===== src/hdl/dbgs_pkg.sv =====
/*
 * constants, field layout and state type of the debug sequencer.
 * assumes a 32-bit apb slave and word-aligned registers.
 */
package dbgs_pkg;
   // apb address and data shape
   localparam int          DBGS_AW        = 12;
   localparam int          DBGS_DW        = 32;
   localparam int          DBGS_RW        = 8;      // stored register width
   localparam int          DBGS_NCH       = 3;      // match channels 0..2
   // register indices, byte address is four times the index
   localparam logic [9:0]  IDX_CTRL       = 10'h020;
   localparam logic [9:0]  IDX_STATUS     = 10'h021;
   localparam logic [9:0]  IDX_SEL2       = 10'h026;
   localparam logic [9:0]  IDX_SEL3       = 10'h027;
   localparam logic [9:0]  IDX_CMPEN      = 10'h028;
   // control register fields
   localparam int          CTRL_ARM_BIT   = 0;
   localparam int          CTRL_VIEW_LSB  = 1;
   localparam int          CTRL_VIEW_MSB  = 2;
   localparam logic [1:0]  VIEW_SEL3      = 2'h2;
   // next-state code field
   localparam int          CODE_MSB       = 3;
   // reset values
   localparam logic [7:0]  CTRL_RST       = 8'h00;
   localparam logic [7:0]  SEL2_RST       = 8'h00;
   localparam logic [7:0]  SEL3_RST       = 8'h00;
   localparam logic [2:0]  CMPEN_RST      = 3'h0;
   // state2 codes
   localparam logic [3:0]  NS2_M2_FIN     = 4'h5;
   localparam logic [3:0]  NS2_M2S1_M0FIN = 4'h6;
   localparam logic [3:0]  NS2_M01_FIN    = 4'h7;
   localparam logic [3:0]  NS2_M01F_M2S3  = 4'hC;
   localparam logic [3:0]  NS2_M01F_M2S1  = 4'hF;
   // state3 codes
   localparam logic [3:0]  NS3_M0_S1      = 4'h0;
   // sequencer states
   typedef enum logic [1:0] {
      DBGS_STATE1,
      DBGS_STATE2,
      DBGS_STATE3,
      DBGS_FINAL
   } dbgs_state_t;
endpackage : dbgs_pkg


===== src/hdl/dbgs_sequencer.sv =====
/*
 * debug state sequencer with its apb register file.
 * assumes match pulses come from logic on the same clock, one per channel.
 */
// The APB interface to the registers was left to the implementer.
`timescale 1ns/1ps
////////////////////////////////////////////////////////////////////////////////
// Summary of operation
// - state2 code 0101: match2 goes final
// - code 0110: match2 to state1, match0 final
// - code 0111: match0 or match1 goes final
// - code 1100: match0/1 final, match2 to state3
// - code 1111: match0/1 final, match2 to state1
// - unnamed matches leave the state unchanged
// - final target first, then lowest channel
// - state3 select readable only when view is 10
// - state3 select writable when view 10, unarmed
// - state3 code 0000: match0 goes to state1
module dbgs_sequencer
   import dbgs_pkg::*;
(
   input  wire logic                 clock,
   input  wire logic                 rst,
   input  wire logic                 psel,
   input  wire logic                 penable,
   input  wire logic                 pwrite,
   input  wire logic [DBGS_AW-1:0]   paddr,
   input  wire logic [DBGS_DW-1:0]   pwdata,
   output logic      [DBGS_DW-1:0]   prdata,
   output logic                      pready,
   output logic                      pslverr,
   input  wire logic [DBGS_NCH-1:0]  matchEvent,
   output logic      [1:0]           seqState,
   output logic                      armed
);
   ////////////////////////////////////////////////////////////////////////////
   // declarations
   logic [7:0]           ctrl_q,    ctrl_d;     // arm bit and view field
   logic [DBGS_NCH-1:0]  cmpEn_q,   cmpEn_d;    // per-comparator enables
   logic [7:0]           sel2_q,    sel2_d;     // state2 select
   logic [7:0]           sel3_q,    sel3_d;     // state3 select
   logic [DBGS_DW-1:0]   prdata_q,  prdata_d;   // registered read data
   logic                 pready_q,  pready_d;   // registered ready
   logic                 pslverr_q, pslverr_d;  // registered error
   dbgs_state_t          state_q,   state_d;    // sequencer state
   logic [9:0]           idx;                   // word index of paddr
   logic                 setup;                 // apb setup cycle
   logic                 wrDone;                // write completes now
   logic [1:0]           view;                  // register view field
   logic                 armBit;                // debug module armed
   logic [DBGS_NCH-1:0]  effMatch;              // enabled matches
   logic                 take2,     take3;      // decoder wants a move
   dbgs_state_t          tgt2,      tgt3;       // decoder targets

   ////////////////////////////////////////////////////////////////////////////
   // address map
   // true for every index that answers without error
   function automatic logic mapped(input logic [9:0] i);
      mapped = (i == IDX_CTRL) || (i == IDX_STATUS) || (i == IDX_SEL2) ||
               (i == IDX_SEL3) || (i == IDX_CMPEN);
   endfunction : mapped

   assign idx    = paddr[DBGS_AW-1:2];
   assign setup  = psel && !penable;
   assign wrDone = psel && penable && pready_q && pwrite;
   assign view   = ctrl_q[CTRL_VIEW_MSB:CTRL_VIEW_LSB];
   assign armBit = ctrl_q[CTRL_ARM_BIT];

   ////////////////////////////////////////////////////////////////////////////
   // register file next values
   // reads are sampled in setup so data is a flop in the access phase
   always_comb begin
      ctrl_d    = ctrl_q;
      cmpEn_d   = cmpEn_q;
      sel2_d    = sel2_q;
      sel3_d    = sel3_q;
      prdata_d  = prdata_q;
      // ready only in the access phase, so no transfer is ever stretched
      pready_d  = setup;          // zero wait states
      pslverr_d = 1'b0;
      if (setup) begin
         pslverr_d = !mapped(idx);
         prdata_d  = '0;
         if (!pwrite) begin
            // unmapped reads return zero with an error
            if (idx == IDX_CTRL) begin
               prdata_d[7:0] = ctrl_q;
            end else if (idx == IDX_STATUS) begin
               prdata_d[1:0] = state_q;
            end else if (idx == IDX_SEL2) begin
               prdata_d[7:0] = sel2_q;
            end else if (idx == IDX_SEL3 && view == VIEW_SEL3) begin
               prdata_d[7:0] = sel3_q;
            end else if (idx == IDX_CMPEN) begin
               prdata_d[DBGS_NCH-1:0] = cmpEn_q;
            end
         end
      end
      // status is read-only: a write there completes without error and is dropped
      if (wrDone) begin
         if (idx == IDX_CTRL) begin
            ctrl_d = pwdata[7:0];
         end else if (idx == IDX_SEL2) begin
            sel2_d = pwdata[7:0];
         end else if (idx == IDX_SEL3 && view == VIEW_SEL3 && !armBit) begin
            sel3_d = pwdata[7:0];
         end else if (idx == IDX_CMPEN) begin
            cmpEn_d = pwdata[DBGS_NCH-1:0];
         end
      end
   end

   // register file flops
   always_ff @(posedge clock or posedge rst) begin
      if (rst) begin
         ctrl_q    <= CTRL_RST;
         cmpEn_q   <= CMPEN_RST;
         sel2_q    <= SEL2_RST;
         sel3_q    <= SEL3_RST;
         prdata_q  <= '0;
         pready_q  <= 1'b0;
         pslverr_q <= 1'b0;
      end else begin
         ctrl_q    <= ctrl_d;
         cmpEn_q   <= cmpEn_d;
         sel2_q    <= sel2_d;
         sel3_q    <= sel3_d;
         prdata_q  <= prdata_d;
         pready_q  <= pready_d;
         pslverr_q <= pslverr_d;
      end
   end

   ////////////////////////////////////////////////////////////////////////////
   // sequencer
   // a disabled comparator can never steer the sequencer
   // matches are same-clock pulses, so no synchroniser sits on this path
   assign effMatch = matchEvent & cmpEn_q;

   dbgs_state2_decode u_dec2 (
      .code   (sel2_q[CODE_MSB:0]),
      .match  (effMatch),
      .take   (take2),
      .target (tgt2)
   );

   dbgs_state3_decode u_dec3 (
      .code   (sel3_q[CODE_MSB:0]),
      .match  (effMatch),
      .take   (take3),
      .target (tgt3)
   );

   // state next value; disarming always returns to state1
   always_comb begin
      state_d = state_q;
      if (!armBit) begin
         state_d = DBGS_STATE1;
      end else begin
         unique case (state_q)
            // state1 leaves only on an enabled channel 0 match
            DBGS_STATE1: begin
               if (effMatch[0]) begin
                  state_d = DBGS_STATE2;
               end
            end
            DBGS_STATE2: begin
               if (take2) begin
                  state_d = tgt2;
               end
            end
            DBGS_STATE3: begin
               if (take3) begin
                  state_d = tgt3;
               end
            end
            DBGS_FINAL: begin
               state_d = DBGS_FINAL;   // held until disarmed
            end
         endcase
      end
   end

   // state flop
   always_ff @(posedge clock or posedge rst) begin
      if (rst) begin
         state_q <= DBGS_STATE1;
      end else begin
         state_q <= state_d;
      end
   end

   ////////////////////////////////////////////////////////////////////////////
   // outputs, all straight from flops
   assign prdata   = prdata_q;
   assign pready   = pready_q;
   assign pslverr  = pslverr_q;
   assign seqState = state_q;
   assign armed    = ctrl_q[CTRL_ARM_BIT];

   ////////////////////////////////////////////////////////////////////////////
   // checks
   // most checks are gated on the arm bit, since disarm forces state1
   logic inS2;
   assign inS2 = armBit && state_q == DBGS_STATE2;

   a_code5_final: assert property (@(posedge clock) disable iff (rst)
      inS2 && sel2_q[3:0] == NS2_M2_FIN && effMatch[2]
      |=> seqState == DBGS_FINAL || !armed)
      else $error("code 0101 match2 did not go final");

   a_code6_state1: assert property (@(posedge clock) disable iff (rst)
      inS2 && sel2_q[3:0] == NS2_M2S1_M0FIN && effMatch[2] && !effMatch[0]
      && !wrDone |=> seqState == DBGS_STATE1)
      else $error("code 0110 match2 did not go to state1");

   a_code7_final: assert property (@(posedge clock) disable iff (rst)
      inS2 && sel2_q[3:0] == NS2_M01_FIN && (effMatch[0] || effMatch[1])
      && !wrDone |=> seqState == DBGS_FINAL ##1 seqState == DBGS_FINAL || !armed)
      else $error("code 0111 match0/1 did not go final");

   a_code12_s3: assert property (@(posedge clock) disable iff (rst)
      inS2 && sel2_q[3:0] == NS2_M01F_M2S3 && effMatch == 3'h4 && !wrDone
      |=> seqState == DBGS_STATE3)
      else $error("code 1100 match2 did not go to state3");

   a_code15_s1: assert property (@(posedge clock) disable iff (rst)
      inS2 && sel2_q[3:0] == NS2_M01F_M2S1 && effMatch == 3'h4 && !wrDone
      |=> seqState == DBGS_STATE1)
      else $error("code 1111 match2 did not go to state1");

   a_unnamed_hold: assert property (@(posedge clock) disable iff (rst)
      inS2 && sel2_q[3:0] == NS2_M2_FIN && !effMatch[2] && !wrDone
      |=> $stable(seqState))
      else $error("unnamed match moved the sequencer");

   a_final_prio: assert property (@(posedge clock) disable iff (rst)
      inS2 && sel2_q[3:0] == NS2_M2S1_M0FIN && effMatch[0] && effMatch[2]
      && !wrDone |=> seqState == DBGS_FINAL)
      else $error("final-state match lost priority");

   a_view_read: assert property (@(posedge clock) disable iff (rst)
      psel && penable && pready && !pwrite && idx == IDX_SEL3
      && view != VIEW_SEL3 |-> prdata == '0)
      else $error("state3 select read outside its view");

   a_sel3_lock: assert property (@(posedge clock) disable iff (rst)
      wrDone && idx == IDX_SEL3 && (armBit || view != VIEW_SEL3)
      |=> $stable(sel3_q))
      else $error("locked state3 select was written");

   a_code0_s3: assert property (@(posedge clock) disable iff (rst)
      armBit && state_q == DBGS_STATE3 && sel3_q[3:0] == NS3_M0_S1
      && effMatch[0] && !wrDone |=> seqState == DBGS_STATE1)
      else $error("state3 code 0000 match0 did not go to state1");

   a_disabled_cmp: assert property (@(posedge clock) disable iff (rst)
      armBit && state_q == DBGS_STATE1 && !cmpEn_q[0] && !wrDone
      |=> seqState == DBGS_STATE1)
      else $error("disabled comparator moved the sequencer");

   a_reserved_hold: assert property (@(posedge clock) disable iff (rst)
      inS2 && sel2_q[3:2] == 2'h2 && !wrDone |=> seqState == DBGS_STATE2)
      else $error("reserved code moved the sequencer");

   // further checks: the final-going half of codes 0110, 1100 and 1111, the reserved and state3 holds, and the register gates
   a_code6_fin: assert property (@(posedge clock) disable iff (rst)
      inS2 && sel2_q[3:0] == NS2_M2S1_M0FIN && effMatch[0]
      |=> seqState == DBGS_FINAL || !armed)
      else $error("code 0110 match0 did not go final");

   a_code12_fin: assert property (@(posedge clock) disable iff (rst)
      inS2 && sel2_q[3:0] == NS2_M01F_M2S3 && (effMatch[0] || effMatch[1])
      |=> seqState == DBGS_FINAL || !armed)
      else $error("code 1100 match0/1 did not go final");

   a_code15_fin: assert property (@(posedge clock) disable iff (rst)
      inS2 && sel2_q[3:0] == NS2_M01F_M2S1 && (effMatch[0] || effMatch[1])
      |=> seqState == DBGS_FINAL || !armed)
      else $error("code 1111 match0/1 did not go final");

   a_reserved_hi: assert property (@(posedge clock) disable iff (rst)
      inS2 && (sel2_q[3:0] == 4'hD || sel2_q[3:0] == 4'hE) && !wrDone
      |=> seqState == DBGS_STATE2)
      else $error("reserved code 1101/1110 moved the sequencer");

   a_s3_hold: assert property (@(posedge clock) disable iff (rst)
      armBit && state_q == DBGS_STATE3 && sel3_q[3:0] != NS3_M0_S1 && !wrDone
      |=> seqState == DBGS_STATE3)
      else $error("undefined state3 code moved the sequencer");

   a_view_visible: assert property (@(posedge clock) disable iff (rst)
      psel && penable && pready && !pwrite && idx == IDX_SEL3
      && view == VIEW_SEL3 |-> prdata[7:0] == sel3_q)
      else $error("state3 select read wrong under its view");

   a_sel3_write: assert property (@(posedge clock) disable iff (rst)
      wrDone && idx == IDX_SEL3 && view == VIEW_SEL3 && !armBit
      |=> sel3_q == $past(pwdata[7:0]))
      else $error("open state3 select write was dropped");
endmodule : dbgs_sequencer


===== src/hdl/dbgs_state2_decode.sv =====
/*
 * next-state choice while in state2, from the code and the enabled matches.
 * assumes matches are already gated by the comparator enables.
 */
`timescale 1ns/1ps
module dbgs_state2_decode
   import dbgs_pkg::*;
(
   input  wire logic [3:0]          code,
   input  wire logic [DBGS_NCH-1:0] match,
   output logic                     take,
   output dbgs_state_t              target
);
   // final-state matches are tested first, then lowest channel
   always_comb begin
      take   = 1'b0;
      target = DBGS_STATE2;
      case (code)
         NS2_M2_FIN: begin
            if (match[2]) begin
               take   = 1'b1;
               target = DBGS_FINAL;
            end
         end
         NS2_M2S1_M0FIN: begin
            if (match[0]) begin
               take   = 1'b1;
               target = DBGS_FINAL;
            end else if (match[2]) begin
               take   = 1'b1;
               target = DBGS_STATE1;
            end
         end
         NS2_M01_FIN: begin
            if (match[0] || match[1]) begin
               take   = 1'b1;
               target = DBGS_FINAL;
            end
         end
         NS2_M01F_M2S3: begin
            if (match[0] || match[1]) begin
               take   = 1'b1;
               target = DBGS_FINAL;
            end else if (match[2]) begin
               take   = 1'b1;
               target = DBGS_STATE3;
            end
         end
         NS2_M01F_M2S1: begin
            if (match[0] || match[1]) begin
               take   = 1'b1;
               target = DBGS_FINAL;
            end else if (match[2]) begin
               take   = 1'b1;
               target = DBGS_STATE1;
            end
         end
         // reserved and unnamed codes never move the sequencer
         default: begin
            take   = 1'b0;
         end
      endcase
   end
endmodule : dbgs_state2_decode


===== src/hdl/dbgs_state3_decode.sv =====
/*
 * next-state choice while in state3, from the code and the enabled matches.
 * assumes matches are already gated by the comparator enables.
 */
`timescale 1ns/1ps
module dbgs_state3_decode
   import dbgs_pkg::*;
(
   input  wire logic [3:0]          code,
   input  wire logic [DBGS_NCH-1:0] match,
   output logic                     take,
   output dbgs_state_t              target
);
   // only one code is defined here; every other code holds state3
   always_comb begin
      take   = 1'b0;
      target = DBGS_STATE3;
      if (code == NS3_M0_S1 && match[0]) begin
         take   = 1'b1;
         target = DBGS_STATE1;
      end
   end
endmodule : dbgs_state3_decode


===== config.mk =====
export PLATFORM = sky130hd
export DESIGN_NAME = dbgs_sequencer
export DESIGN_NICKNAME = d
export VERILOG_FILES = /design/src/hdl/dbgs_pkg.sv /design/src/hdl/dbgs_sequencer.sv /design/src/hdl/dbgs_state2_decode.sv /design/src/hdl/dbgs_state3_decode.sv
export SDC_FILE = /design/constraint.sdc
export NUM_CORES = 1
export LEC_CHECK = 0
export BUFFER_PORTS_ARGS = -buffer_cell sky130_fd_sc_hd__buf_4
export CORE_AREA = 3 3 77 79
export CTS_CLUSTER_DIAMETER = 80
export DETAILED_ROUTE_END_ITERATION = 8
export DIE_AREA = 0 0 80 82
export PLACE_DENSITY = 0.74
export SYNTH_ARGS = -nofsm -noshare
export SYNTH_HDL_FRONTEND = slang
export SYNTH_HIERARCHICAL = 1
export SYNTH_SLANG_ARGS = --single-unit

===== constraint.sdc =====
create_clock -name clock -period 1.86 [get_ports clock]
set_clock_uncertainty 0.15 [all_clocks]
set_input_delay 0.279 -clock clock [delete_from_list [all_inputs] [get_ports clock]]
set_output_delay 0.279 -clock clock [all_outputs]
set_load 0.02 [all_outputs]

==> results of run 1 <==
[stage by stage]
step	cells	utilization [%]	TNS [ns]	cell area, um2
CTS	358	54.7	-3.77	2960
global route	358	54.9	-3.87	2970
global placement	349	51.1	-13.96	2760
floorplan	244	-	-10.35	2420
finish	358	54.9	-3.05	2970
detailed placement	349	51.1	-14.59	2760
[cells in the mapped netlist, drive strengths merged, types with 3 or more instances]
cell type / number / area (um2)
nor2: 16 / 62.6
a22o: 6 / 52.6
o21ai: 12 / 60.1
a21oi: 4 / 20.0
nand2b: 3 / 18.8
or3: 4 / 31.3
nor3: 10 / 50.1
clkbuf: 3 / 11.3
and2: 4 / 25.0
nand2: 11 / 41.3
mux2: 27 / 334
buf: 31 / 230
a221oi: 4 / 35.0
inv: 5 / 18.8
dfrtp: 39 / 976
[cell families (layout without fill, tap and decap cells)]
kind of cell    count (synthesis)  in the layout  synth area share, %
other cells                     2             25                0.327
xor+xnor                        1              1                0.382
flops                          39             39                 42.6
compound gates                 42             42                 13.0
simple gates                   68             68                 16.8
mux                            29             29                 15.4
buf+inv                        40             82                 11.5
[timing repair]
action | in CTS | in global routing
setup endpoints to repair | 27 | 28
hold buffers | 1 | 0
resized for setup | 19 | 6
setup buffers | 0 | 1
pin swaps | 4 | 4
endpoints found under the hold margin | 39 | 0
[critical path: stages]
cell	delay, ns
buf_6	0.09
or4b_4	0.53
or3_4	0.37
buf_6	0.14
and2b_4	0.35
mux2_4	0.32
[power breakdown]
part | internal [mW] | leakage, nW | switching (mW) | total [mW]
sequential | 0.862 | 0.534 | 0.00846 | 0.871
clock | 0.400 | 0.0581 | 0.319 | 0.719
combinational | 0.103 | 0.873 | 0.151 | 0.253
total | 1.36 | 1.46 | 0.479 | 1.84
[worst paths after layout]
kind	from	to	slack [ns]	cells after the start
worst max-delay path	paddr[9]	ctrl_q[6]$_DFFE_PP0P_	-0.18	6
worst max register to register	pready$_DFF_PP0_	ctrl_q[6]$_DFFE_PP0P_	-0.12	5
max in group asynchronous	rst	sel2_q[1]$_DFFE_PP0P_	0.67	4
min in group asynchronous	rst	prdata[4]$_DFFE_PP0P_	0.51	4
worst min register to register	prdata[1]$_DFFE_PP0P_	prdata[1]$_DFFE_PP0P_	0.33	2
worst min-delay path	pwdata[7]	ctrl_q[7]$_DFFE_PP0P_	0.08	2
[state kept, by name (all words and copies together) (netlist names)]
name      cells
cmpEn_q       3
sel2_q        8
pslverr       1
ctrl_q        8
seqState      2
prdata        8
pready        1
sel3_q        8
[layout make-up]
type | count | area (um2)
Clock buffer | 5 | 68.8
Timing Repair Buffer | 68 | 536
Clock inverter | 3 | 43.8
Multi-Input combinational cell | 165 | 1230
Tap cell | 72 | 90.1
Inverter | 6 | 22.5
Sequential cell | 39 | 977
Fill cell | 483 | 2440
[per-layer routing]
layer  vias to the layer above  track usage [%]  wire (um)
met1                       895             25.1       2630
met2                        68             28.6       2570
met5                         -                0          0
met3                         4             3.18        324
li1                        875                -          -
met4                         0             4.56         44
[layout by cell type (no fill, tap or decap), drive strengths merged, types with 2 or more instances in the layout]
| cell | count |
|---|---|
| buf | 67 |
| dfrtp | 39 |
| mux2 | 27 |
| conb | 25 |
| nor2 | 16 |
| o21ai | 12 |
| nand2 | 11 |
| nor3 | 10 |
| a22o | 6 |
| clkbuf | 5 |
| inv | 5 |
| a221oi | 4 |
| a21oi | 4 |
| and2 | 4 |
| or3 | 4 |
| nand2b | 3 |
| clkinv | 3 |
| a211oi | 2 |
| nand4 | 2 |
| nand3b | 2 |
| a31oi | 2 |
| o31ai | 2 |
| nand3 | 2 |
| and3 | 2 |
| mux2i | 2 |
| a2bb2oi | 2 |
| o211ai | 2 |
| a221o | 2 |
| nor3b | 2 |
| nor4b | 2 |
==> run metrics, run 1 <==
ANT cells 0; Leak ~1.5 nW; Pwr Density ~620 mW/mm2; vias between 1500 and 2000; EDFF count, synth 0; Top Ports ~90; Detailed Routing Iterations Pass 1 4; clk_lat worst skew between 0.2 and 0.3 ns; Final period util 110%; ys flop type dfrtp_1; crit path DAT roughly 2.1 ns; antenna violations before repair 0; synthesized area per cell ~10 um2; RePlAce Congestion 0.859; worst path required time 1.89 ns; Initial Util 42.4%; First DRT Iteration DRCs roughly 150; fraction of registers with async set/reset 100%; area grow syn2layout 29.4%; Vias/cell about 5; Crit Path Class in -> reg; post-route ant nets 0; width of the die ~80 um; layout cells sized above 1 between 30 and 40%; #FFs+latches synth 39; nets between 300 and 400; CP endpoint kind flip-flop; status finished, violations left; worst slack at placement -0.543 ns; Critical Path Source Type primary input; Die H just over 80 um; Routed wire per std cell roughly 16 um; CTS H-Tree Depth 2; CTS Sinks 39; GR Overflow Total 0; mapped cell area ~0.0023 mm2; Fin. Hold Viols 0; synth unique cells approximately 50; sequential share of the synthesized area 42.6%; Fmax ~490 MHz; TritonCTS clock tree done; Synth Instances ~220; Final setup violation count 24; Power, Total between 1.5 and 2 mW; minimum clock period about 2 ns; largest net degree at the start of global routing 40; Tot GR Track Use roughly 18%; RSZ-0062 raised after global routing yes; I/O Buffers 38; final hold slack ~0.084 ns; vias in the first global route 1790; YS warnings 6; CP max FO 8; Worst-path clk slew about 0.08 ns; first-pass GRT wire length between 9 and 10 mm; die area approximately 0.0066 mm2; failing checks setup timing; CTS buffer count 5; Detailed Route WL around 5.6 mm; drc violations 0; worst IR drop on VDD approximately 370 uV; final setup margin -0.179 ns; core area roughly 0.0054 mm2; CTS max path bufs 2; dpl hpwl 4.09 mm; Rows 27; Slew Limit Fails 0; Hold/Removal Path Class in -> reg; CTS root buffer clkbuf_8; Max-Cap Viols 0
(Power assumes the default switching activity.)
==> run 2, diff against run 1 <==
--- a/config.mk
+++ b/config.mk
@@ -6,10 +6,11 @@
 export NUM_CORES = 1
 export LEC_CHECK = 0
 export BUFFER_PORTS_ARGS = -buffer_cell sky130_fd_sc_hd__buf_4
-export CORE_AREA = 3 3 77 79
+export CORE_AREA = 2 2 76 78
 export CTS_CLUSTER_DIAMETER = 80
 export DETAILED_ROUTE_END_ITERATION = 8
-export DIE_AREA = 0 0 80 82
+export DIE_AREA = 0 0 78 80
+export GPL_ROUTABILITY_DRIVEN = 0
 export PLACE_DENSITY = 0.74
 export SYNTH_ARGS = -nofsm -noshare
 export SYNTH_HDL_FRONTEND = slang
==> run 2 against run 1 <==
The run still ends with setup timing left. Worst setup slack gained 0.027 ns. Global-route usage grew 0.38 points. Non-clock buffer count shrank 6. Fmax grew 1.3%. Critical endpoint is now ctrl_q[7]$_DFFE_PP0P_. Die area shrank 4.9%. Critical path depth is the same.
==> run metrics, run 2 (same netlist as run 1, synthesis figures left out) <==
dpl hpwl between 3 and 4 mm; TritonCTS clock tree done; Max-Cap Viols 0; Slew Limit Fails 0; CP endpoint kind flip-flop; worst slack at placement -0.519 ns; width of the die approximately 78 um; vias ~1800; first-pass GRT wire length ~8.7 mm; worst IR drop on VDD a little under 400 uV; Crit Path Class in -> reg; Initial Util 42.4%; RSZ-0062 raised after global routing yes; Fin. Hold Viols 0; clk_lat worst skew 0.31 ns; final hold slack just under 0.08 ns; CTS Sinks 39; CP max FO 8; minimum clock period slightly above 2 ns; core area roughly 0.0054 mm2; most frequent cells in the layout 57 x buf_4, 39 x dfrtp_1, 25 x conb_1, 24 x mux2_4, 15 x nor2_1; Rows 27; final setup margin -0.152 ns; grt met3 use approximately 4.8%; Die H 80 um; Fillers between 400 and 500; worst path required time approximately 1.9 ns; Final setup violation count 24; largest net degree at the start of global routing 40; Vias/cell approximately 5.3; CTS root buffer clkbuf_8; Final period util 108%; CTS H-Tree Depth 2; Final Cell Area 0.00294 mm2; crit path DAT ~2 ns; CTS buffer count 5; Layout Utilization 54.4%; Top Ports 89; GR Overflow Total 0; status finished, violations left; CTS max path bufs 2; TNS Setup -2.34 ns; met1 usage 23.9%; Hold/Removal Path Class in -> reg; layout cells sized above 1 a little under two fifths; leading cell type in the layout, fill and taps excluded buf_4; nets 331; Critical Path Source Type primary input; Power, Total 1.97 mW; Fmax 497 MHz; area grow syn2layout 28.3%; Pwr Density between 600 and 700 mW/mm2; Worst-path clk slew approximately 0.08 ns; gr busiest metal met2; met2 Usage GRT 28.2%; ANT cells 0; antenna violations before repair 0; Inst Count DP 344; post-route ant nets 0; vias in the first global route about 1700; First DRT Iteration DRCs 118; DP Area 0.00274 mm2; Routed wire per std cell approximately 15 um; I/O Buffers 38; failing checks setup timing; Layout Cells excl Fill 352; Detailed Route WL about 5.3 mm; Tot GR Track Use 18.3%; die area about 0.0062 mm2; drc violations 0; Detailed Routing Iterations Pass 1 5; Leak ~1.4 nW
## run 2: path summary, 6_finish.rpt
path	from	end	slack (ns)	cells past startpoint
min reg2reg	prdata[1]$_DFFE_PP0P_	prdata[1]$_DFFE_PP0P_	0.34	2
max	paddr[6]	ctrl_q[7]$_DFFE_PP0P_	-0.15	6
max reg2reg	pready$_DFF_PP0_	ctrl_q[7]$_DFFE_PP0P_	-0.10	5
min	pwdata[7]	sel3_q[7]$_DFFE_PP0P_	0.08	2
min in group asynchronous	rst	prdata[6]$_DFFE_PP0P_	0.50	4
max in group asynchronous	rst	seqState[1]$_DFFE_PP0P_	0.71	4
## run 2: repair_timing
action                                  4_1_cts  5_1_grt
endpoints found under the setup margin       27       29
endpoints found under the hold margin        39        0
pin swaps                                     4        3
hold buffers                                  1        0
resized for setup                            16        5
setup buffers                                 0        0
## run 2: layout make-up
class / instances / area (um2) / share of cell area [%]
Multi-Input combinational cell: 165 / 1230 / 41.8
Sequential cell: 39 / 976 / 33.2
Timing Repair Buffer: 62 / 492 / 16.7
Tap cell: 72 / 90.1 / 3.06
Clock buffer: 6 / 72.6 / 2.47
Clock inverter: 2 / 60.1 / 2.04
Inverter: 6 / 22.5 / 0.765
## run 2: power by group
part | switching [mW] | internal (mW) | total, mW
Combinational | 0.150 | 0.0981 | 0.248
Sequential | 0.00767 | 0.862 | 0.870
Clock | 0.312 | 0.536 | 0.848
Total | 0.470 | 1.50 | 1.97
## run 2: metal layers
| layer | vias up | share of wire [%] |
|---|---|---|
| li1 | 869 | - |
| met1 | 877 | 45 |
| met2 | 86 | 44 |
| met3 | 17 | 7.5 |
| met4 | 0 | 3.1 |
| met5 | - | 0 |
## run 2: critical path, cell delays in order
cell     delay (ns)
buf_6          0.09
or4b_4         0.53
or3_4          0.37
buf_6          0.13
and2b_4        0.34
mux2_4         0.32
==> run 3, diff against run 2 <==
--- a/config.mk
+++ b/config.mk
@@ -6,12 +6,12 @@
 export NUM_CORES = 1
 export LEC_CHECK = 0
 export BUFFER_PORTS_ARGS = -buffer_cell sky130_fd_sc_hd__buf_4
-export CORE_AREA = 2 2 76 78
+export CORE_AREA = 2 2 72 74
 export CTS_CLUSTER_DIAMETER = 80
 export DETAILED_ROUTE_END_ITERATION = 8
-export DIE_AREA = 0 0 78 80
+export DIE_AREA = 0 0 74 76
 export GPL_ROUTABILITY_DRIVEN = 0
-export PLACE_DENSITY = 0.74
+export PLACE_DENSITY = 0.78
 export SYNTH_ARGS = -nofsm -noshare
 export SYNTH_HDL_FRONTEND = slang
 export SYNTH_HIERARCHICAL = 1
==> constraint.sdc (replaced) <==
create_clock -name clock -period 2.3 [get_ports clock]
set_clock_uncertainty 0.15 [all_clocks]
set_input_delay 0.345 -clock clock [delete_from_list [all_inputs] [get_ports clock]]
set_output_delay 0.345 -clock clock [all_outputs]
set_load 0.02 [all_outputs]
==> run 3 against run 2 <==
Register-to-register slack improved by 0.33 ns. Utilization is 2.0 points higher. Cell count shrank 2.6%. The run now ends clean. Cell area is 5.8% lower. Non-clock buffer count down 7. Largest cell class unchanged. Routed wire length fell by 8.7%. Hold slack worse by 0.058 ns. Combinational power shrank 25%. Critical path depth did not move. First-iteration DRC count rose by 28%. Global-route usage is 0.16 points higher. Via count shrank 3.8%.
==> run metrics, run 3 (same netlist as run 1, synthesis figures left out) <==
Power, Total about 1.6 mW; post-route ant nets 0; CTS Hold Buffers Added 0; CP Buf/Inv Count 2; area grow syn2layout 20.8%; TritonCTS clock tree done; CP max stage delay about 0.53 ns; Final period util 95.5%; CTS Sinks 39; Slowest cell on crit path or4b_4; Max-Cap Viols 0; crit path DAT 2.22 ns; Routed wire per std cell 14.2 um; Fmax 455 MHz; width of the die ~74 um; dpl hpwl about 3.6 mm; layout cells sized above 1 a little over a third; core area approximately 0.0049 mm2; CP endpoint kind flip-flop; Fin. Hold Viols 0; Leak 1.39 nW; largest net degree at the start of global routing 40; GR Overflow Total 0; CP most frequent cell buf_4; First DRT Iteration DRCs 151; minimum clock period 2.20 ns; Final setup violation count 0; Inst Count DP about 340; nets between 300 and 400; Crit Path Class in -> reg; Layout Utilization between 50% and 60%; Worst-path clk slew about 0.07 ns; vias in the first global route roughly 1700; Top Ports between 80 and 90; most frequent cells in the layout 55 x buf_4, 39 x dfrtp_1, 25 x conb_1, 19 x mux2_2, 15 x nor2_1; Vias/cell between 5 and 6; vias 1779; first-pass GRT wire length ~8.2 mm; clk_lat worst skew approximately 0.29 ns; final setup margin between 0.1 and 0.15 ns; worst path required time around 2.3 ns; antenna violations before repair 0; Slew Limit Fails 0; CTS root buffer clkbuf_8; Setup Buffers After CTS 0; drc violations 0; Fillers between 400 and 500; worst slack at placement -0.188 ns; PostCTS Resize Cnt 0; CTS max path bufs 2; Layout Cells excl Fill between 300 and 400; Rel. slew slack between 50% and 60%; Detailed Routing Iterations Pass 1 4; I/O Buffers 38; leading cell type in the layout, fill and taps excluded buf_4; Detailed Route WL roughly 5 mm; Rows 26; Critical Path Source Type primary input; ANT cells 0; Hold/Removal Path Class in -> async; Die H ~76 um; Tot GR Track Use between 15 and 20%; final hold slack between 0.015 and 0.02 ns; CTS H-Tree Depth 2; CP delay by family, top simple AND/OR/NAND/NOR gates; Initial Util between 40% and 50%; CP max FO 7; CTS buffer count 5; status finished, final reports clean; worst-path cell chain buf_4 > or4b_4 > or3_4 > or3_1 > buf_4 > mux2_4; worst IR drop on VDD around 340 uV; Pwr Density between 500 and 600 mW/mm2; die area about 0.0056 mm2; RSZ-0062 raised after global routing no; Slew @ Worst Pin 0.617 ns
run 3: cell types whose count changed in the layout (fill, tap and decap cells not counted), sizes merged:
cell / previous run / this run
buf: 61 / 55
dlygate4sd3: 1 / 0
run 3: final cells by class:
type,count,area [um2],share of cell area [%]
well taps,70,87.6,3.16
clock inverters,2,60.1,2.17
inverters,6,22.5,0.813
repair buffers,55,413,14.9
multi-input cells,165,1140,41.1
clock buffers,6,72.6,2.62
flip-flops and latches,39,976,35.2
run 3: per-stage QoR:
| step | area, um2 | setup TNS, ns |
|---|---|---|
| after floorplan | 2380 | -0.816 |
| after global placement | 2640 | -2.82 |
| after detailed placement | 2640 | -2.78 |
| after CTS | 2770 | 0 |
| after global routing | 2770 | 0 |
| final | 2770 | 0 |
run 3: final timing paths:
| check | endpoint | startpoint | depth (start not counted) | slack [ns] |
|---|---|---|---|---|
| setup reg to reg | sel3_q[1]$_DFFE_PP0P_ | pready$_DFF_PP0_ | 5 | 0.23 |
| setup / recovery | sel3_q[1]$_DFFE_PP0P_ | paddr[9] | 6 | 0.10 |
| hold / removal | pready$_DFF_PP0_ | rst | 3 | 0.02 |
| hold reg to reg | prdata[1]$_DFFE_PP0P_ | prdata[1]$_DFFE_PP0P_ | 2 | 0.35 |
| min in group clock | sel3_q[4]$_DFFE_PP0P_ | pwdata[4] | 2 | 0.15 |
| max in group asynchronous | cmpEn_q[1]$_DFFE_PP0P_ | rst | 3 | 1.65 |
run 3: power breakdown:
part | switching, mW | internal (mW) | leakage, nW
registers | 0.00627 | 0.697 | 0.536
clock network | 0.238 | 0.434 | 0.0654
logic | 0.116 | 0.0715 | 0.785
total | 0.360 | 1.20 | 1.39
run 3: layer usage:
layer,routed length (um),vias to the layer above,GRT usage [%]
met5,0,-,0
met4,85,0,7.27
met3,341,7,3.31
met2,2270,81,28.3
met1,2170,840,25.6
li1,-,851,-
run 3: worst register-to-register path, delay by kind of cell (launching register included):
family	cells	cell delay (ns)
buf+inv	1	0.20
flops	1	0.35
mux	1	0.31
simple gates	3	0.96
